[config.mk]
export PLATFORM = sky130hd
export DESIGN_NAME = sc_top
export DESIGN_NICKNAME = d
export VERILOG_FILES = /design/src/pkg/sc_pkg.sv /design/src/pkg/sc_duty_if.sv /design/src/sc_duty.sv /design/src/sc_sticky.sv /design/src/sc_top.sv
export SDC_FILE = /design/constraint.sdc
export NUM_CORES = 1
export LEC_CHECK = 0
export CORE_MARGIN = 8
export CORE_UTILIZATION = 63
export DETAILED_ROUTE_END_ITERATION = 10
export DONT_BUFFER_PORTS = 1
export PLACE_DENSITY = 0.77
export SLEW_MARGIN = 20
export SYNTH_ARGS = -nofsm -noshare
export SYNTH_HDL_FRONTEND = slang
export SYNTH_SLANG_ARGS = --single-unit
[constraint.sdc]
create_clock -name clk -period 2 [get_ports clk]
set_input_delay 0.1 -clock clk [delete_from_list [all_inputs] [get_ports clk]]
set_output_delay 0.1 -clock clk [all_outputs]
set_load 0.02 [all_outputs]
[src/pkg/sc_pkg.sv]
// constants and types shared by the supply controller register block
package sc_pkg;

  // ****************************************
  // register byte offsets
  // ****************************************
  localparam logic [5:0] OFF_CMD      = 6'h00;
  localparam logic [5:0] OFF_SMCFG    = 6'h04;
  localparam logic [5:0] OFF_MODE     = 6'h08;
  localparam logic [5:0] OFF_WUMODE   = 6'h0c;
  localparam logic [5:0] OFF_WUIN     = 6'h10;
  localparam logic [5:0] OFF_STAT     = 6'h14;
  localparam logic [5:0] OFF_RSVD     = 6'h18;
  localparam logic [5:0] OFF_IRQ_STAT = 6'h20;
  localparam logic [5:0] OFF_IRQ_MASK = 6'h24;

  // ****************************************
  // fields
  // ****************************************
  localparam int         KEY_LSB       = 24;
  localparam logic [7:0] KEY_VAL       = 8'ha5;
  localparam int         CMD_STOP_BIT  = 2;
  localparam int         CMD_XTAL_BIT  = 3;
  localparam int         SM_TH_LSB     = 0;
  localparam int         SM_SMPL_LSB   = 8;
  localparam int         SM_RST_BIT    = 12;
  localparam int         SM_IRQ_BIT    = 13;
  localparam int         MD_BODRST     = 12;
  localparam int         MD_BOD_OFF    = 13;
  localparam int         MD_REG_USE    = 14;
  localparam int         MD_BYP        = 20;
  localparam int         WU_SMWAKE     = 1;
  localparam int         ST_STOP       = 0;
  localparam int         ST_BOD        = 3;
  localparam int         ST_SMOUT      = 5;
  localparam int         ST_OSCSEL     = 7;
  localparam int         IRQ_SM        = 0;
  localparam int         IRQ_BOD       = 1;
  localparam int         IRQ_W         = 2;

  // ****************************************
  // writable masks and reset values
  // ****************************************
  localparam logic [31:0] SMCFG_MASK  = 32'h0000_370f;
  localparam logic [31:0] MODE_MASK   = 32'h0010_7a00;
  localparam logic [31:0] WUMODE_MASK = 32'h0007_77ef;
  localparam logic [31:0] WUIN_MASK   = 32'hffff_ffff;
  localparam logic [31:0] SMCFG_RST   = 32'h0000_0000;
  localparam logic [31:0] MODE_RST    = 32'h0000_5a00;
  localparam logic [31:0] WU_RST      = 32'h0000_0000;

  // ****************************************
  // sampling codes and duty periods
  // ****************************************
  typedef enum logic [2:0] {
    SMPL_OFF  = 3'h0,
    SMPL_CONT = 3'h1,
    SMPL_32   = 3'h2,
    SMPL_256  = 3'h3,
    SMPL_2048 = 3'h4
  } sc_smpl_t;
  localparam logic [10:0] LIM_32   = 11'h01f;
  localparam logic [10:0] LIM_256  = 11'h0ff;
  localparam logic [10:0] LIM_2048 = 11'h7ff;

  // regulator shutdown sequence
  typedef enum logic [1:0] {
    VR_RUN = 2'b00,
    VR_RST = 2'b01,
    VR_OFF = 2'b11
  } sc_vr_t;

endpackage : sc_pkg

[src/pkg/sc_duty_if.sv]
// carrier between register logic and the monitor duty counter
`timescale 1ns/1ps
interface sc_duty_if;
  logic [2:0] smpl;
  logic       restart;
  logic       en;
  modport ctl  (output smpl, output restart, input en);
  modport duty (input smpl, input restart, output en);
endinterface : sc_duty_if

[src/sc_duty.sv]
// duty-cycled supply monitor enable from a slow-clock counter
`timescale 1ns/1ps
module sc_duty
  import sc_pkg::*;
(
  // clock, reset, enable
  input  wire logic clk,
  input  wire logic arst_n,
  input  wire logic ce,
  // slow clock period strobe
  input  wire logic slow_tick,
  // control
  sc_duty_if.duty   dif
);
  logic [10:0] cnt_ff;
  logic [10:0] lim;

  always_comb
  begin
    case (dif.smpl)
      SMPL_32:   lim = LIM_32;
      SMPL_256:  lim = LIM_256;
      default:   lim = LIM_2048;
    endcase
  end

  // period restarts on any rewrite of the field
  always_ff @(posedge clk or negedge arst_n)
  begin
    if (!arst_n)
      cnt_ff <= 11'h000;
    else if (ce)
    begin
      if (dif.restart)
        cnt_ff <= 11'h000;
      else if (slow_tick)
        cnt_ff <= (cnt_ff == lim) ? 11'h000 : cnt_ff + 11'h001;
    end
  end

  // on throughout for SMPL_CONT; in the duty modes, on for the one slow period where the count is zero
  assign dif.en = (dif.smpl == SMPL_CONT) ||
                  ((dif.smpl == SMPL_32 || dif.smpl == SMPL_256 ||
                    dif.smpl == SMPL_2048) && cnt_ff == 11'h000);
endmodule : sc_duty

[src/sc_sticky.sv]
// sticky event flags, set wins over a write-one clear
`timescale 1ns/1ps
module sc_sticky #(
  parameter int W = 2
) (
  // clock, reset, enable
  input  wire logic         clk,
  input  wire logic         arst_n,
  input  wire logic         ce,
  // set and clear
  input  wire logic [W-1:0] set,
  input  wire logic [W-1:0] clr,
  // flags
  output logic [W-1:0]      q
);
  logic [W-1:0] q_ff;

  always_ff @(posedge clk or negedge arst_n)
  begin
    if (!arst_n)
      q_ff <= '0;
    else if (ce)
      q_ff <= (q_ff & ~clr) | set;
  end
  assign q = q_ff;
endmodule : sc_sticky

[src/sc_top.sv]
// supply controller register block: commands, monitor and mode control
//
// Overview of operation
// while write protection is on, writes to command, monitor and mode registers are dropped.
// a command or mode write whose top byte is not the password is dropped whole.
// writing regulator-off as one asserts core reset and then stops the regulator.
// writing crystal-select as one moves the slow clock to the crystal; zero does nothing.
// sampling code picks off, continuous, or one slow period in 32, 256 or 2048.
// the threshold field goes straight out as the monitor voltage code.
// with monitor reset enable set, a monitor detection asserts core reset.
// with monitor interrupt enable set, a monitor detection raises the interrupt; here irq also needs mask bit IRQ_SM set.
// with brownout reset enable set, a brownout detection asserts core reset.
// the brownout detector runs while brownout-disable is zero.
// the regulator-use bit drives the internal regulator use control.
// bypass selects the crystal in bypass mode, else crystal-select decides.
// registers decode at 0x00 to 0x14, with 0x18 reserved.
// command, brownout, regulator and bypass bits live in the backup domain.
// with monitor wake enable set, a monitor detection starts a core wake-up.
// the command register and reserved bits read zero and ignore writes.
// the duty counter restarts whenever the sampling field is rewritten.
//
// Chosen here: register access over Avalon-MM.
`timescale 1ns/1ps
module sc_top
  import sc_pkg::*;
(
  // clock, reset, enable
  input  wire logic        clk,
  input  wire logic        arst_n,
  input  wire logic        ce,
  // avalon-mm slave
  input  wire logic [5:0]  avs_address,
  input  wire logic        avs_read,
  input  wire logic        avs_write,
  input  wire logic [31:0] avs_writedata,
  input  wire logic [3:0]  avs_byteenable,
  output logic [31:0]      avs_readdata,
  output logic             avs_waitrequest,
  // system inputs
  input  wire logic        write_protect_enable,
  input  wire logic        slow_tick,
  // analog detectors
  input  wire logic        monitor_detect,
  input  wire logic        brownout_detect,
  // supply controls
  output logic             core_reset_n,
  output logic             regulator_off,
  output logic             slow_xtal_sel,
  output logic             slow_osc_bypass,
  output logic [3:0]       monitor_threshold,
  output logic             monitor_enable,
  output logic             brownout_enable,
  output logic             internal_regulator_use,
  output logic             monitor_wake,
  output logic             irq
);

  // ****************************************
  // declarations
  // ****************************************
  logic             ack_ff;
  logic             acc;
  logic             wr_go;
  logic             wr_ok;
  logic             key_ok;
  logic [5:0]       wa;
  logic [31:0]      bm;
  logic [31:0]      smcfg_ff;
  logic [31:0]      mode_ff;
  logic [31:0]      wumode_ff;
  logic [31:0]      wuin_ff;
  logic [31:0]      rdata_ff;
  logic [31:0]      nxt_rdata;
  logic [31:0]      stat;
  logic             xtal_ff;
  sc_vr_t           vr_ff;
  sc_vr_t           nxt_vr;
  logic             cmd_ok;
  logic             cmd_stop;
  logic             cmd_xtal;
  logic             sm_det;
  logic             bod_det;
  logic             sm_prev_ff;
  logic             bod_prev_ff;
  logic             sm_ev;
  logic             bod_ev;
  logic             rst_req;
  logic             core_rst_n_ff;
  logic             wake_ff;
  logic [IRQ_W-1:0] irq_set;
  logic [IRQ_W-1:0] irq_clr;
  logic [IRQ_W-1:0] irq_stat;
  logic [IRQ_W-1:0] irq_mask_ff;

  sc_duty_if dif ();

  function automatic logic [31:0] merge(
    input logic [31:0] old,
    input logic [31:0] wd,
    input logic [31:0] m
  );
    merge = (old & ~m) | (wd & m);
  endfunction : merge

  // ****************************************
  // bus slave
  // ****************************************
  // one wait state so read data always comes from a flop
  assign acc             = (avs_read | avs_write) & ~ack_ff;
  assign avs_waitrequest = acc;
  assign wr_go           = ce & avs_write & ack_ff;
  assign wa              = {avs_address[5:2], 2'b00};
  assign bm              = {{8{avs_byteenable[3]}},
                            {8{avs_byteenable[2]}},
                            {8{avs_byteenable[1]}},
                            {8{avs_byteenable[0]}}};
  assign wr_ok  = wr_go & ~write_protect_enable;
  assign key_ok = avs_byteenable[3] &&
                  avs_writedata[KEY_LSB +: 8] == KEY_VAL;

  always_ff @(posedge clk or negedge arst_n)
  begin
    if (!arst_n)
      ack_ff <= 1'b0;
    else if (ce)
      ack_ff <= acc;
  end

  always_comb
  begin
    case (wa)
      OFF_SMCFG:    nxt_rdata = smcfg_ff;
      OFF_MODE:     nxt_rdata = mode_ff;
      OFF_WUMODE:   nxt_rdata = wumode_ff;
      OFF_WUIN:     nxt_rdata = wuin_ff;
      OFF_STAT:     nxt_rdata = stat;
      OFF_IRQ_STAT: nxt_rdata = 32'(irq_stat);
      OFF_IRQ_MASK: nxt_rdata = 32'(irq_mask_ff);
      default:      nxt_rdata = 32'h0000_0000;
    endcase
  end

  always_ff @(posedge clk or negedge arst_n)
  begin
    if (!arst_n)
      rdata_ff <= 32'h0000_0000;
    else if (ce && acc && avs_read)
      rdata_ff <= nxt_rdata;
  end
  assign avs_readdata = rdata_ff;

  // ****************************************
  // configuration registers
  // ****************************************
  // masks keep reserved bits at zero
  always_ff @(posedge clk or negedge arst_n)
  begin
    if (!arst_n)
      smcfg_ff <= SMCFG_RST;
    else if (wr_ok && wa == OFF_SMCFG)
      smcfg_ff <= merge(smcfg_ff, avs_writedata, bm & SMCFG_MASK);
  end

  // backup-domain bits: only the always-on reset clears them
  always_ff @(posedge clk or negedge arst_n)
  begin
    if (!arst_n)
      mode_ff <= MODE_RST;
    else if (wr_ok && key_ok && wa == OFF_MODE)
      mode_ff <= merge(mode_ff, avs_writedata, bm & MODE_MASK);
  end

  always_ff @(posedge clk or negedge arst_n)
  begin
    if (!arst_n)
    begin
      wumode_ff <= WU_RST;
      wuin_ff   <= WU_RST;
    end
    else if (wr_ok)
    begin
      if (wa == OFF_WUMODE)
        wumode_ff <= merge(wumode_ff, avs_writedata, bm & WUMODE_MASK);
      if (wa == OFF_WUIN)
        wuin_ff <= merge(wuin_ff, avs_writedata, bm & WUIN_MASK);
    end
  end

  // ****************************************
  // command register
  // ****************************************
  assign cmd_ok    = wr_ok & key_ok & (wa == OFF_CMD);
  assign cmd_stop  = cmd_ok & avs_byteenable[0] &
                     avs_writedata[CMD_STOP_BIT];
  assign cmd_xtal  = cmd_ok & avs_byteenable[0] &
                     avs_writedata[CMD_XTAL_BIT];

  // the switch is one-way; only the backup reset undoes it
  always_ff @(posedge clk or negedge arst_n)
  begin
    if (!arst_n)
      xtal_ff <= 1'b0;
    else if (ce && cmd_xtal)
      xtal_ff <= 1'b1;
  end

  always_comb
  begin
    nxt_vr = vr_ff;
    case (vr_ff)
      VR_RUN:
      begin
        if (cmd_stop)
          nxt_vr = VR_RST;
      end
      VR_RST:  nxt_vr = VR_OFF;
      VR_OFF:  nxt_vr = VR_OFF;
      default: nxt_vr = VR_RUN;
    endcase
  end

  // core reset goes first, regulator stops one cycle later
  always_ff @(posedge clk or negedge arst_n)
  begin
    if (!arst_n)
      vr_ff <= VR_RUN;
    else if (ce)
      vr_ff <= nxt_vr;
  end
  assign regulator_off = (vr_ff == VR_OFF);

  // ****************************************
  // monitor and brownout
  // ****************************************
  assign dif.smpl    = smcfg_ff[SM_SMPL_LSB +: 3];
  assign dif.restart = wr_ok && wa == OFF_SMCFG;

  sc_duty u_duty (
    .clk       (clk),
    .arst_n    (arst_n),
    .ce        (ce),
    .slow_tick (slow_tick),
    .dif       (dif)
  );

  assign monitor_enable    = dif.en;
  assign monitor_threshold = smcfg_ff[SM_TH_LSB +: 4];
  assign brownout_enable   = ~mode_ff[MD_BOD_OFF];
  assign internal_regulator_use = mode_ff[MD_REG_USE];
  assign slow_osc_bypass   = mode_ff[MD_BYP];
  assign slow_xtal_sel     = mode_ff[MD_BYP] | xtal_ff;

  // a detector output is ignored while its detector is off
  assign sm_det  = monitor_detect & dif.en;
  assign bod_det = brownout_detect & brownout_enable;
  assign sm_ev   = sm_det & ~sm_prev_ff;
  assign bod_ev  = bod_det & ~bod_prev_ff;

  always_ff @(posedge clk or negedge arst_n)
  begin
    if (!arst_n)
    begin
      sm_prev_ff  <= 1'b0;
      bod_prev_ff <= 1'b0;
    end
    else if (ce)
    begin
      sm_prev_ff  <= sm_det;
      bod_prev_ff <= bod_det;
    end
  end

  assign rst_req = (nxt_vr != VR_RUN)
                 | (sm_det & smcfg_ff[SM_RST_BIT])
                 | (bod_det & mode_ff[MD_BODRST]);

  // core held in reset while the controller itself resets
  always_ff @(posedge clk or negedge arst_n)
  begin
    if (!arst_n)
      core_rst_n_ff <= 1'b0;
    else if (ce)
      core_rst_n_ff <= ~rst_req;
  end
  assign core_reset_n = core_rst_n_ff;

  always_ff @(posedge clk or negedge arst_n)
  begin
    if (!arst_n)
      wake_ff <= 1'b0;
    else if (ce)
      wake_ff <= sm_ev & wumode_ff[WU_SMWAKE];
  end
  assign monitor_wake = wake_ff;

  // ****************************************
  // status and interrupt
  // ****************************************
  always_comb
  begin
    stat             = 32'h0000_0000;
    stat[ST_STOP]    = (vr_ff != VR_RUN);
    stat[ST_BOD]     = bod_det;
    stat[ST_SMOUT]   = sm_det;
    stat[ST_OSCSEL]  = slow_xtal_sel;
  end

  assign irq_set[IRQ_SM]  = sm_ev & smcfg_ff[SM_IRQ_BIT];
  assign irq_set[IRQ_BOD] = bod_ev;
  assign irq_clr = (wr_go && wa == OFF_IRQ_STAT && avs_byteenable[0]) ?
                   avs_writedata[IRQ_W-1:0] : '0;

  sc_sticky #(.W(IRQ_W)) u_irq (
    .clk    (clk),
    .arst_n (arst_n),
    .ce     (ce),
    .set    (irq_set),
    .clr    (irq_clr),
    .q      (irq_stat)
  );

  always_ff @(posedge clk or negedge arst_n)
  begin
    if (!arst_n)
      irq_mask_ff <= '0;
    else if (wr_go && wa == OFF_IRQ_MASK && avs_byteenable[0])
      irq_mask_ff <= avs_writedata[IRQ_W-1:0];
  end
  assign irq = |(irq_stat & irq_mask_ff);
endmodule : sc_top

After elaboration in Yosys (flattened, before gate mapping)
Index checks and enable logic that the tools add are counted.

Bits in registers: 183. Bits in latches: 0. Bits in writable memories: 0. Bits in read-only memories: 0. Input port bits: 51. Memories kept: 0.

$add $sub $neg: 1. Multipliers: 0. Divide/modulo/power cells: 0. Magnitude comparators: 0. Equal/unequal tests: 15. Shifts and indexed selects: 0. Mux-type cells: 8. Bitwise gates (word level): 47. Reductions and logical operators: 26.

Operators with widths (number): one-hot mux 32 bit (7 select lines) (1); AND 32 bit (5); OR 32 bit (4); two-way mux 11 bit (3); AND 32 x 14 -> 32 bit (1); AND 32 x 19 -> 32 bit (1); AND 32 x 21 -> 32 bit (1); NOT 14 -> 32 bit (1); NOT 19 -> 32 bit (1); NOT 21 -> 32 bit (1); NOT 32 bit (1); one-hot mux 11 bit (2 select lines) (1); AND 1 bit (17); logical AND 1 bit (12); adder 11 x 1 -> 11 bit (second input constant) (1); equality test 11 bit (1); zero test 11 bit (1); equality test 4 x 2 -> 1 bit (second input constant) (2); equality test 4 x 3 -> 1 bit (second input constant) (2); equality test 4 bit (second input constant) (2); equality test 8 bit (second input constant) (1); equality test 3 x 2 -> 1 bit (second input constant) (2); zero test 6 bit (1); NOT 1 bit (6); 16 further kinds (28).

Depth between registers and ports, before layout
Gate-level depths: netlist of the first run.

Depth after elaboration: 13. Gate-level depth with buffers: 8. Depth with buffers taken out: 7.

By module
Synthesis of the first run repeated with hierarchy kept, for this count alone.

Cells, all modules: 426. Area total of the unflattened synthesis: 5422.7 µm².

By module, submodules not included: sc_top (times used 1, cells an instance 343, area an instance 4593.2 µm², seq. area each 2632.5 µm²); sc_duty (times used 1, cells an instance 77, area an instance 754.5 µm², seq. area each 275.3 µm²); sc_sticky (times used 1, cells an instance 6, area an instance 75.1 µm², seq. area each 50.0 µm²).

Least setup slack after synthesis of the first run
Ideal clock, no wire load.

Path kind: reg2out. Start point: reg u_duty.cnt_ff[0]. End point: out monitor_enable. Arrival: 1.842 ns. Data required time: 1.900 ns. Slack: 0.058 ns. Cell stages (with the launch flop): 7. Path buffers: 0. Cells stage by stage: dfrtp_1 > inv_1 > ha_1 > or4b_1 > nor3_2 > mux2i_1 > o21ai_0.

Cells in the longest elaborated chain, start to end: 3.

RTL lines: from (decl) (RTL line sc_duty.sv:15) `logic [10:0] cnt_ff;`; from (signal assigned) (RTL line sc_duty.sv:37) `cnt_ff <= (cnt_ff == lim) ? 11'h000 : cnt_ff + 11'h001;`; zero test 11 bit (RTL line sc_duty.sv:44) `dif.smpl == SMPL_2048) && cnt_ff == 11'h000);`; logical AND 1 bit (RTL line sc_duty.sv:44); logical OR 1 bit (RTL line sc_duty.sv:42) `assign dif.en = (dif.smpl == SMPL_CONT) ||`; to (decl) (RTL line sc_top.sv:51) `output logic monitor_enable,`.

Every way passes these cells.

Worst setup path in the final report of the first run
Same ends and word-level chain as after synthesis.

==> key figures, run 1 <==
Status
  • Run status: complete, but fails checks
  • Failing checks: negative hold slack, negative setup slack

Setup path
  • Critical path class: flop to output pin
  • Crit start category: flop
  • Worst endpoint required time: 1.90 ns
  • Critical Path End Type: output pin
  • CP Cell Sequence: inv_1 > ha_1 > or4b_4 > nor3_4 > buf_4 > nand2_1 > o21ai_2 > buf_6
  • R2R Setup Slk: 0.06 ns
  • CP max-delay cell: or4b_4
  • CP arrival: 2.10 ns
  • CP max stage delay: 0.47 ns
  • Cells on worst reg2reg path: 5
  • Critical Path Fanout Max: 2
  • Worst r2r src: ack_ff

GRT
  • Initial antenna violation count: 0
  • GRT Total Usage: 23.80%
  • First-pass GRT wire length: 21240 µm
  • Number of global-route vias before repair: between 3000 and 4000
  • Overflow after GRT: 0
  • Largest net degree at the start of global routing: between 100 and 150

Timing
  • Tmin final: 2.204 ns
  • Setup WS post-layout: -0.2043 ns
  • RSZ-0062 raised after global routing: true
  • Fmax: about 0.45 GHz
  • Clock skew: around 0.0076 ns
  • # setup viols final: 1
  • Worst slew pin tran: 0.5638 ns
  • Crit share post-route: 110.2%
  • Fin. Hold Viols: 118
  • Max Slew Vio Count: 0
  • Relative slew margins: 62.16%
  • WHS: -0.7218 ns

Power and ir drop
  • LEAKAGE: 3.011 nW
  • Cell Pwr Density: 934.7 nW/µm²
  • Worst VDD drop: 0.5324 mV

Synthesis
  • Net Count, Synth: 489
  • Synth top area cells: dfrtp_1 54%, mux2_2 14%, nand2_1 2.8%
  • Synthesized area per cell: 12.11 µm²
  • Post-Synthesis Cells: 436
  • Leading area contributor after synthesis: dfrtp_1
  • Post-synthesis sequential area ratio: 56.01%
  • Most frequent cell after synthesis: dfrtp_1
  • Top cells by count, synth: 114 x dfrtp_1, 67 x mux2_2, 39 x nand2_1
  • Top_reg_cell synth: dfrtp_1
  • Top cell type's share of synthesized area: a little over half
  • Async set-reset flop share out of synthesis: 100.0%
  • Post-synth EDFFs: 0
  • Post-synth cell types: 55
  • YS warnings: 0
  • Synth Register Bits: 118
  • Post-Syn Area: 5281 µm²

Placed design
  • Placed cells: 534
  • GP Congestion: slightly above 0.8
  • Detailed Place HPWL: approximately 8500 µm
  • Buffers on Ports: 0
  • DP Area: 5410 µm²

Clock tree
  • Inserted Clock Buffers: 17
  • # hold bufs at CTS: 45
  • Worst skew pair latency: approximately 0.5 ns
  • Clock Pin Slew Worst Setup and Hold Paths: 0.06 ns
  • H-tree depth: 4
  • CTS tree: done
  • Clk sinks: 118
  • CTS max path bufs: 2
  • CTS Root Cell: clkbuf_8

Die
  • # rows: 33
  • Core area: 8175 µm²
  • Die footprint: 11570 µm²
  • I/O Pins: 97
  • Die width: 107.6 µm
  • Starting Density: about 65%
  • Chip Height: 107.6 µm

Layout
  • Share of cells above drive strength 1: 27.22%
  • Antenna cells: 0
  • Nets: 547
  • Area Overhead vs Synth: 22.13%
  • Final instance area: 6450 µm²
  • Final core occ: 78.90%
  • Fin cells: slightly above 600
  • Layout fillers: 470

Route
  • Final WL: 13290 µm
  • WL per Instance: 21.71 µm
  • Met3 routed WL: about 960 µm
  • Post-route DRC: 0
  • Antenna Nets Post-Route: 0
  • DRC violation total after the first TritonRoute iteration: between 200 and 300
  • Routed vias/inst: 6.284
  • M1 wire length: 5389 µm
  • Vias: 3846
  • Top layer reached by signal wires: met4
  • First-pass detailed-route iteration total: 7
  • DR WL met2: 6703 µm

Job
  • Max Cap Viol: 0

Min path
  • Type of the most critical hold path: primary input to async pin
-- repair_timing --
item / CTS / global route
setup endpoints to repair: 1 / 6
hold endpoints to repair: 201 / 118
resized for setup: 5 / 2
cloned: 0 / 0
pin swaps: 1 / 0
buffers inserted: 1 / 0
-- final cells by class --
cell class                      instances  area, µm²  share of cell area, %
Sequential cell                       118       2958                  45.86
Multi-Input combinational cell        288       2197                  34.06
Timing Repair Buffer                   61      574.3                  8.904
Clock buffer                           21      459.2                  7.119
Tap cell                              105      131.4                  2.037
Clock inverter                         11      100.1                  1.552
Inverter                                8      30.03                 0.4656
-- worst max-delay path: cells and delay by family, from the launching register on --
kind            cells  cell delay, ns
compound gates      1            0.09
flops               1            0.37
simple gates        3            0.67
fa+ha+maj           1            0.13
buf+inv             3            0.34
-- layout by cell type, fill, tap and decap left out, drive strengths merged, types with 4 or more instances in the layout --
cell           n
nand4          4
a21oi         12
dfrtp        114
a22o          15
a222oi         8
o21ai         24
nor3          11
clkinvlp       5
a21o           4
mux2i          7
nand3         19
clkbuf        21
a22oi          8
dlygate4sd3   45
clkinv         4
nor2b          5
dfstp          4
nor2          16
buf           16
inv            9
and3           5
mux2          67
nand2         39
-- layer usage --
metal	GRT usage [%]	vias up
met5	0	-
met4	9.019	0
met3	6.886	20
met2	38.20	152
met1	29.78	1949
li1	-	1725
-- kinds of logic (layout without fill, tap and decap cells) --
logic type	count (synthesis)	in the layout	synth area share, %
and+or+nand+nor	123	123	12.96
DFF	118	118	56.01
AOI/OAI and AO/OA	86	86	11.59
muxes	74	74	15.61
buffers and inverters	30	101	2.867
xor gates and xnor gates	3	3	0.4976
adders and majority gates	2	2	0.4737
-- where the power goes --
group	internal, mW	leakage (nW)	switching [mW]
clock network	1.74	0.262	1.08
logic	0.265	1.16	0.259
registers	2.53	1.59	0.146
-- how the worst max path moves through the flow --
| stage | cells after the start | end | from | slack [ns] |
|---|---|---|---|---|
| 6_report | 8 | monitor_enable | u_duty.cnt_ff[0] | -0.20 |
| 5_1_grt | 8 | monitor_enable | u_duty.cnt_ff[0] | -0.34 |
| 4_1_cts | 7 | monitor_enable | u_duty.cnt_ff[0] | -0.23 |
| 3_5_place_dp | 5 | u_duty.cnt_ff[3] | ack_ff | 0.09 |
| 3_3_place_gp | 5 | u_duty.cnt_ff[3] | ack_ff | 0.15 |
| 2_1_floorplan | 6 | monitor_enable | u_duty.cnt_ff[0] | 0.06 |
-- stage by stage --
step           total power, mW  hold WS [ns]  setup TNS [ns]  setup slack, ns
5_1_grt                  6.241       -0.7414         -0.3360          -0.3360
2_1_floorplan            3.019       -0.1956               0          0.05751
3_3_place_gp             3.097       -0.1926               0           0.1460
4_1_cts                  6.039       -0.7289         -0.2290          -0.2290
3_5_place_dp             3.126       -0.1918               0          0.09476
6_report                 6.029       -0.7218         -0.2043          -0.2043
Power figures use the tool's default switching activity.
==> run 2: changes to the inputs <==
Settings changed: CORE_UTILIZATION 63 to 66, CTS_BUF_LIST set to sky130_fd_sc_hd__clkbuf_4 sky130_fd_sc_hd__clkbuf_8, PLACE_DENSITY 0.77 to 0.8.
==> run 2 against run 1 <==
Net effect: the flow still finishes with violations (negative hold slack, negative setup slack); final cell count decreased by 1.6%; global-route usage increased by 0.067 points; setup slack improved by 0.051 ns; wire length decreased by 4.3%; utilization increased by 1.6 points; critical path type unchanged.
==> key figures, run 2 (same netlist as run 1, synthesis figures left out) <==
Route
  • WL per Instance: 21.13 µm
  • Post-route DRC: 0
  • Vias: 3870
  • Antenna Nets Post-Route: 0
  • Routed vias/inst: roughly 6.4
  • Final WL: 12720 µm
  • DRC violation total after the first TritonRoute iteration: 236
  • First-pass detailed-route iteration total: 5

Setup path
  • Crit start category: flop
  • CP max-delay cell: or4b_4
  • Critical path class: flop to output pin
  • Critical Path Fanout Max: 3
  • Critical Path End Type: output pin
  • CP arrival: 2.05 ns
  • CP Cell Sequence: inv_1 > ha_1 > or4b_4 > nor3_4 > mux2i_1 > o21ai_1 > buf_4
  • CP max stage delay: 0.47 ns
  • Worst endpoint required time: roughly 1.9 ns

Die
  • Starting Density: 68.35%
  • Die footprint: 11120 µm²
  • Core area: 7727 µm²
  • # rows: 32
  • I/O Pins: 97
  • Die width: 105.5 µm
  • Chip Height: roughly 110 µm

Layout
  • Commonest non-fill, non-tap cell in the layout: dfrtp_1
  • Final core occ: 80.51%
  • Commonest non-fill, non-tap cells in the layout: 114 x dfrtp_1, 67 x mux2_2, 39 x nand2_1, 38 x dlygate4sd3_1, 22 x o21ai_0
  • Antenna cells: 0
  • Area Overhead vs Synth: 17.79%
  • Share of cells above drive strength 1: 27.20%
  • Nets: 540

GRT
  • Largest net degree at the start of global routing: 119
  • GRT Total Usage: 23.87%
  • First-pass GRT wire length: about 21000 µm
  • Number of global-route vias before repair: 4018
  • Initial antenna violation count: 0
  • Overflow after GRT: 0

Timing
  • RSZ-0062 raised after global routing: true
  • Max Slew Vio Count: 0
  • Fin. Hold Viols: 118
  • Fmax: 0.4645 GHz
  • Clock skew: approximately 0.0094 ns
  • Tmin final: 2.153 ns
  • WHS: -0.6340 ns
  • Relative slew margins: 66.42%
  • Worst slew pin tran: 0.5024 ns
  • # setup viols final: 1
  • Setup WS post-layout: -0.1528 ns
  • Crit share post-route: 107.6%

Clock tree
  • Inserted Clock Buffers: 17
  • CTS Root Cell: clkbuf_8
  • Clk sinks: 118
  • # hold bufs at CTS: 38
  • Clock Pin Slew Worst Setup and Hold Paths: 0.07 ns
  • Worst skew pair latency: 0.43 ns
  • H-tree depth: 4
  • CTS max path bufs: 2
  • CTS tree: done

Power and ir drop
  • Power Total: ~5.4 mW
  • Worst VDD drop: 0.6357 mV
  • LEAKAGE: 2.916 nW
  • Cell Pwr Density: 872.6 nW/µm²

Placed design
  • Buffers on Ports: 0
  • GP Congestion: 0.8247
  • Dpl ws: 0.1461 ns
  • Detailed Place HPWL: 8385 µm

Min path
  • Type of the most critical hold path: primary input to async pin

Status
  • Run status: complete, but fails checks
  • Failing checks: negative hold slack, negative setup slack

Job
  • Max Cap Viol: 0
==> run 2: changes by cell type in the layout (fill, tap and decap cells not counted), sizes merged <==
cell,delta
bufinv,+2
clkbuf,-1
clkinv,+2
clkinvlp,-2
dlygate4sd3,-7
inv,-1
==> run 2: worst max-delay path: cells and delay by family (launching register included) <==
| family | cells | cell delay (ns) |
|---|---|---|
| AO/OA/AOI/OAI | 1 | 0.17 |
| AND/OR/NAND/NOR | 2 | 0.63 |
| adder cells (fa/ha/maj) | 1 | 0.13 |
| buffers and inverters | 2 | 0.23 |
| flip-flops | 1 | 0.38 |
| multiplexers | 1 | 0.10 |
==> run 2: per-layer routing <==
metal,vias up,GRT usage (%),part of all wire [%]
li1,1713,-,-
met2,175,37.54,49
met3,15,7.856,8.9
met5,-,0,0
met4,0,9.888,1.4
met1,1967,29.73,41
==> run 2: per-stage QoR <==
step                instance area, µm²  hold WS, ns  TNS, ns  instances
floorplan                         5281      -0.1956        0        436
finish                            6221      -0.6340  -0.1528        602
global placement                  5414      -0.1925        0        532
global route                      6221      -0.6688  -0.2848        602
CTS                               6221      -0.6482  -0.1630        602
detailed placement                5414      -0.1920        0        532
==> run 2: final cells by class <==
type,count,area [µm²]
Sequential cell,118,2958
Multi-Input combinational cell,288,2188
Fill cell,448,1506
Timing Repair Buffer,54,500.5
Clock buffer,20,262.8
Clock inverter,12,153.9
Tap cell,102,127.6
Inverter,8,30.03
==> run 2: power breakdown <==
part / internal, mW / switching (mW)
sequential: 2.53 / 0.144
clock: 1.29 / 0.961
combinational: 0.256 / 0.248
total: 4.08 / 1.35
==> run 2: final timing paths <==
path	cells past startpoint	slack, ns	start	endpoint
min in group clk	3	0.01	avs_address[2]	avs_readdata[1]
setup / recovery	7	-0.15	u_duty.cnt_ff[0]	monitor_enable
max in group asynchronous	0	2.43	arst_n	async pin
hold reg to reg	1	0.48	xtal_ff	xtal_ff
hold / removal	0	-0.63	arst_n	avs_readdata[26]
setup reg to reg	4	0.13	ack_ff	flop
==> run 2: timing repair <==
item / 4_1_cts / 5_1_grt
buffers inserted: 0 / 0
endpoints found under the hold margin: 197 / 118
endpoints found under the setup margin: 1 / 1
resized for setup: 3 / 0
pin swaps: 2 / 0
==> run 3: changes to the inputs <==
Settings changed: CORE_UTILIZATION 66 to 65, PLACE_DENSITY 0.8 to 0.79, SYNTH_HIERARCHICAL set to 1, TNS_END_PERCENT set to 10.
==> run 3 against run 2 <==
Net effect: the run still ends with negative hold slack, negative setup slack left; clock skew increased by 0.0034 ns; total power increased by 7.7%; largest power group unchanged; highest routed layer unchanged; clock-buffer cell count increased by 1; critical path depth unchanged; combinational power increased by 18%; via count decreased by 0.62%; largest cell class unchanged.
==> key figures, run 3 <==
Die
  • Core area: 8134 µm²
  • # rows: 33
  • Starting Density: 66.67%
  • Die footprint: 11520 µm²
  • Die width: 107.3 µm
  • Chip Height: 107.3 µm
  • I/O Pins: 97

Clock tree
  • Inserted Clock Buffers: 17
  • # hold bufs at CTS: 39
  • CTS tree: done
  • Worst skew pair latency: 0.43 ns
  • Clock Pin Slew Worst Setup and Hold Paths: 0.08 ns
  • CTS max path bufs: 2
  • Clk sinks: 118
  • H-tree depth: 4
  • CTS Root Cell: clkbuf_8

Synthesis
  • Synth Register Bits: 118
  • YS warnings: 6
  • Net Count, Synth: ~480
  • Synthesized area per cell: 12.73 µm²
  • Post-Syn Area: 5423 µm²
  • Post-Synthesis Cells: 426
  • Synth top area cells: dfrtp_1 53%, mux2_2 12%, a22o_1 3.2%
  • Top_reg_cell synth: dfrtp_1
  • Async set-reset flop share out of synthesis: 100.0%
  • Post-synth EDFFs: 0
  • Top cells by count, synth: 114 x dfrtp_1, 60 x mux2_2, 29 x nand2_1
  • Post-synthesis sequential area ratio: 54.55%
  • Leading area contributor after synthesis: dfrtp_1
  • Top cell type's share of synthesized area: around 53%
  • Post-synth cell types: a little under 60
  • Most frequent cell after synthesis: dfrtp_1

Power and ir drop
  • Clock Power Share: between 40% and 50%
  • LEAKAGE: 2.999 nW
  • Worst VDD drop: 0.6164 mV
  • Psw: 1.404 mW
  • Power Total: 5.846 mW
  • Flop pwr share: 45.4%
  • Cell Int Power: roughly 4.4 mW
  • Cell Pwr Density: roughly 900 nW/µm²
  • Sw Ratio: 24.01%
  • Combinational Power Share: between 10% and 20%

Setup path
  • Critical Path Fanout Max: 2
  • Critical path class: flop to output pin
  • Crit start category: flop
  • CP arrival: 1.96 ns
  • Worst path bufs/invs: 2
  • CP Cell Sequence: inv_2 > ha_4 > nor4b_4 > nand4_1 > mux2_4 > o22ai_4 > buf_6
  • Critical Path End Type: output pin
  • CP max-delay cell: dfrtp_1
  • R2R Setup Slk: -0.05 ns
  • Worst endpoint required time: 1.90 ns
  • CP max stage delay: ~0.4 ns
  • Largest delay share family, worst path: flip-flops

Layout
  • Final instance area: ~6500 µm²
  • Area Overhead vs Synth: 20.03%
  • Commonest non-fill, non-tap cells in the layout: 114 x dfrtp_1, 59 x mux2_2, 39 x dlygate4sd3_1, 29 x nand2_1, 22 x buf_4
  • Layout fillers: 469
  • Share of cells above drive strength 1: 32.33%
  • Nets: about 540
  • Commonest non-fill, non-tap cell in the layout: dfrtp_1

Route
  • Final WL: 13720 µm
  • DRC violation total after the first TritonRoute iteration: 219
  • WL per Instance: 22.72 µm
  • Routed vias/inst: 6.368
  • Post-route DRC: 0
  • Antenna Nets Post-Route: 0
  • First-pass detailed-route iteration total: 7
  • Vias: around 3800

Timing
  • Clock skew: 0.01279 ns
  • Max Slew Vio Count: 0
  • WHS: -0.6388 ns
  • Tmin final: 2.064 ns
  • Worst slew pin tran: 0.6394 ns
  • # setup viols final: 2
  • Fmax: 0.4844 GHz
  • Crit share post-route: 103.2%
  • Relative slew margins: 57.23%
  • Fin. Hold Viols: around 120
  • RSZ-0062 raised after global routing: true
  • Setup WS post-layout: -0.06430 ns

GRT
  • Overflow after GRT: 0
  • Met1 usage: 30.19%
  • First-pass GRT wire length: 21800 µm
  • Initial antenna violation count: 1
  • Global Route met3 Usage: a little under a tenth
  • Grt met2 use: 38.88%
  • GRT Total Usage: about a quarter
  • GR peak layer: met2
  • Largest net degree at the start of global routing: around 120
  • Number of global-route vias before repair: 4038

Placed design
  • DP Area: 5569 µm²
  • GP Congestion: 0.8066
  • Buffers on Ports: 0
  • Detailed Place HPWL: between 8000 and 9000 µm

Status
  • Run status: complete, but fails checks
  • Failing checks: negative hold slack, negative setup slack

Job
  • Max Cap Viol: 0

Min path
  • Type of the most critical hold path: primary input to async pin
==> run 3: changes by cell type in the layout (fill, tap and decap cells not counted), moves of 5 or more <==
| cell | before | now |
|---|---|---|
| a22o_1 | 15 | 20 |
| buf_4 | 16 | 22 |
| mux2_2 | 67 | 59 |
| mux2_4 | 0 | 10 |
| nand2_1 | 39 | 29 |
| nand3_1 | 15 | 9 |
| nor2_1 | 16 | 8 |
==> run 3: layout make-up <==
class                           instances  area, µm²  area share [%]
Multi-Input combinational cell        277       2332           35.83
Clock buffer                           21      289.0           4.441
Timing Repair Buffer                   62      566.8           8.708
Sequential cell                       118       2958           45.44
Inverter                                9      33.78          0.5190
Clock inverter                         11      195.2           2.999
Tap cell                              105      131.4           2.018
Antenna cell                            1      2.502         0.03845
==> run 3: worst paths after layout <==
| kind | end | startpoint | cells past startpoint |
|---|---|---|---|
| min | avs_readdata[29] | arst_n | 0 |
| max | monitor_enable | u_duty/cnt_ff[1] | 7 |
| min in group clk | monitor_wake | monitor_detect | 3 |
| max in group asynchronous | async pin | arst_n | 0 |
| max reg2reg | u_irq/q[0] | u_duty/cnt_ff[1] | 10 |
| min reg2reg | xtal_ff | xtal_ff | 1 |
==> run 3: cells by family after synthesis <==
| logic type | Yosys count | synth area share, % |
|---|---|---|
| compound gates | 87 | 11.49 |
| simple gates | 109 | 13.61 |
| fa+ha+maj | 2 | 0.4614 |
| mux | 73 | 15.69 |
| xor+xnor | 6 | 0.9691 |
| buf+inv | 31 | 3.230 |
| flops | 118 | 54.55 |
==> run 3: metrics by stage <==
step                setup slack, ns  utilization, %  std cells  TNS [ns]  hold WS (ns)
finish                     -0.06430           80.02        604   -0.1181       -0.6388
global route                -0.1847           80.02        604   -0.6495       -0.6760
CTS                         -0.1094           79.66        600   -0.1929       -0.6538
detailed placement          0.03359           68.47        528         0       -0.1912
global placement             0.1046           68.47        528         0       -0.1913
floorplan                   0.04717               -        426         0       -0.1956
==> run 3: metal layers <==
layer	vias to the layer above	wire, µm
li1	1695	-
met1	1969	5374
met2	165	6880
met3	17	1246
met4	0	219
met5	-	0
==> run 3: power groups by stage <==
stage	sequential [mW]	clock [mW]	combinational, mW
final	2.66	2.60	0.594
after global routing	2.67	2.74	0.636
after CTS	2.65	2.61	0.560
after detailed placement	2.69	0	0.455
after global placement	2.68	0	0.433
after floorplan	2.67	0	0.348
==> run 3: timing repair <==
| item | CTS | global route |
|---|---|---|
| setup buffers | 2 | 3 |
| pin swaps | 2 | 1 |
| gates resized for setup | 8 | 3 |
| hold endpoints to repair | 195 | 118 |
| setup endpoints to repair | 2 | 19 |
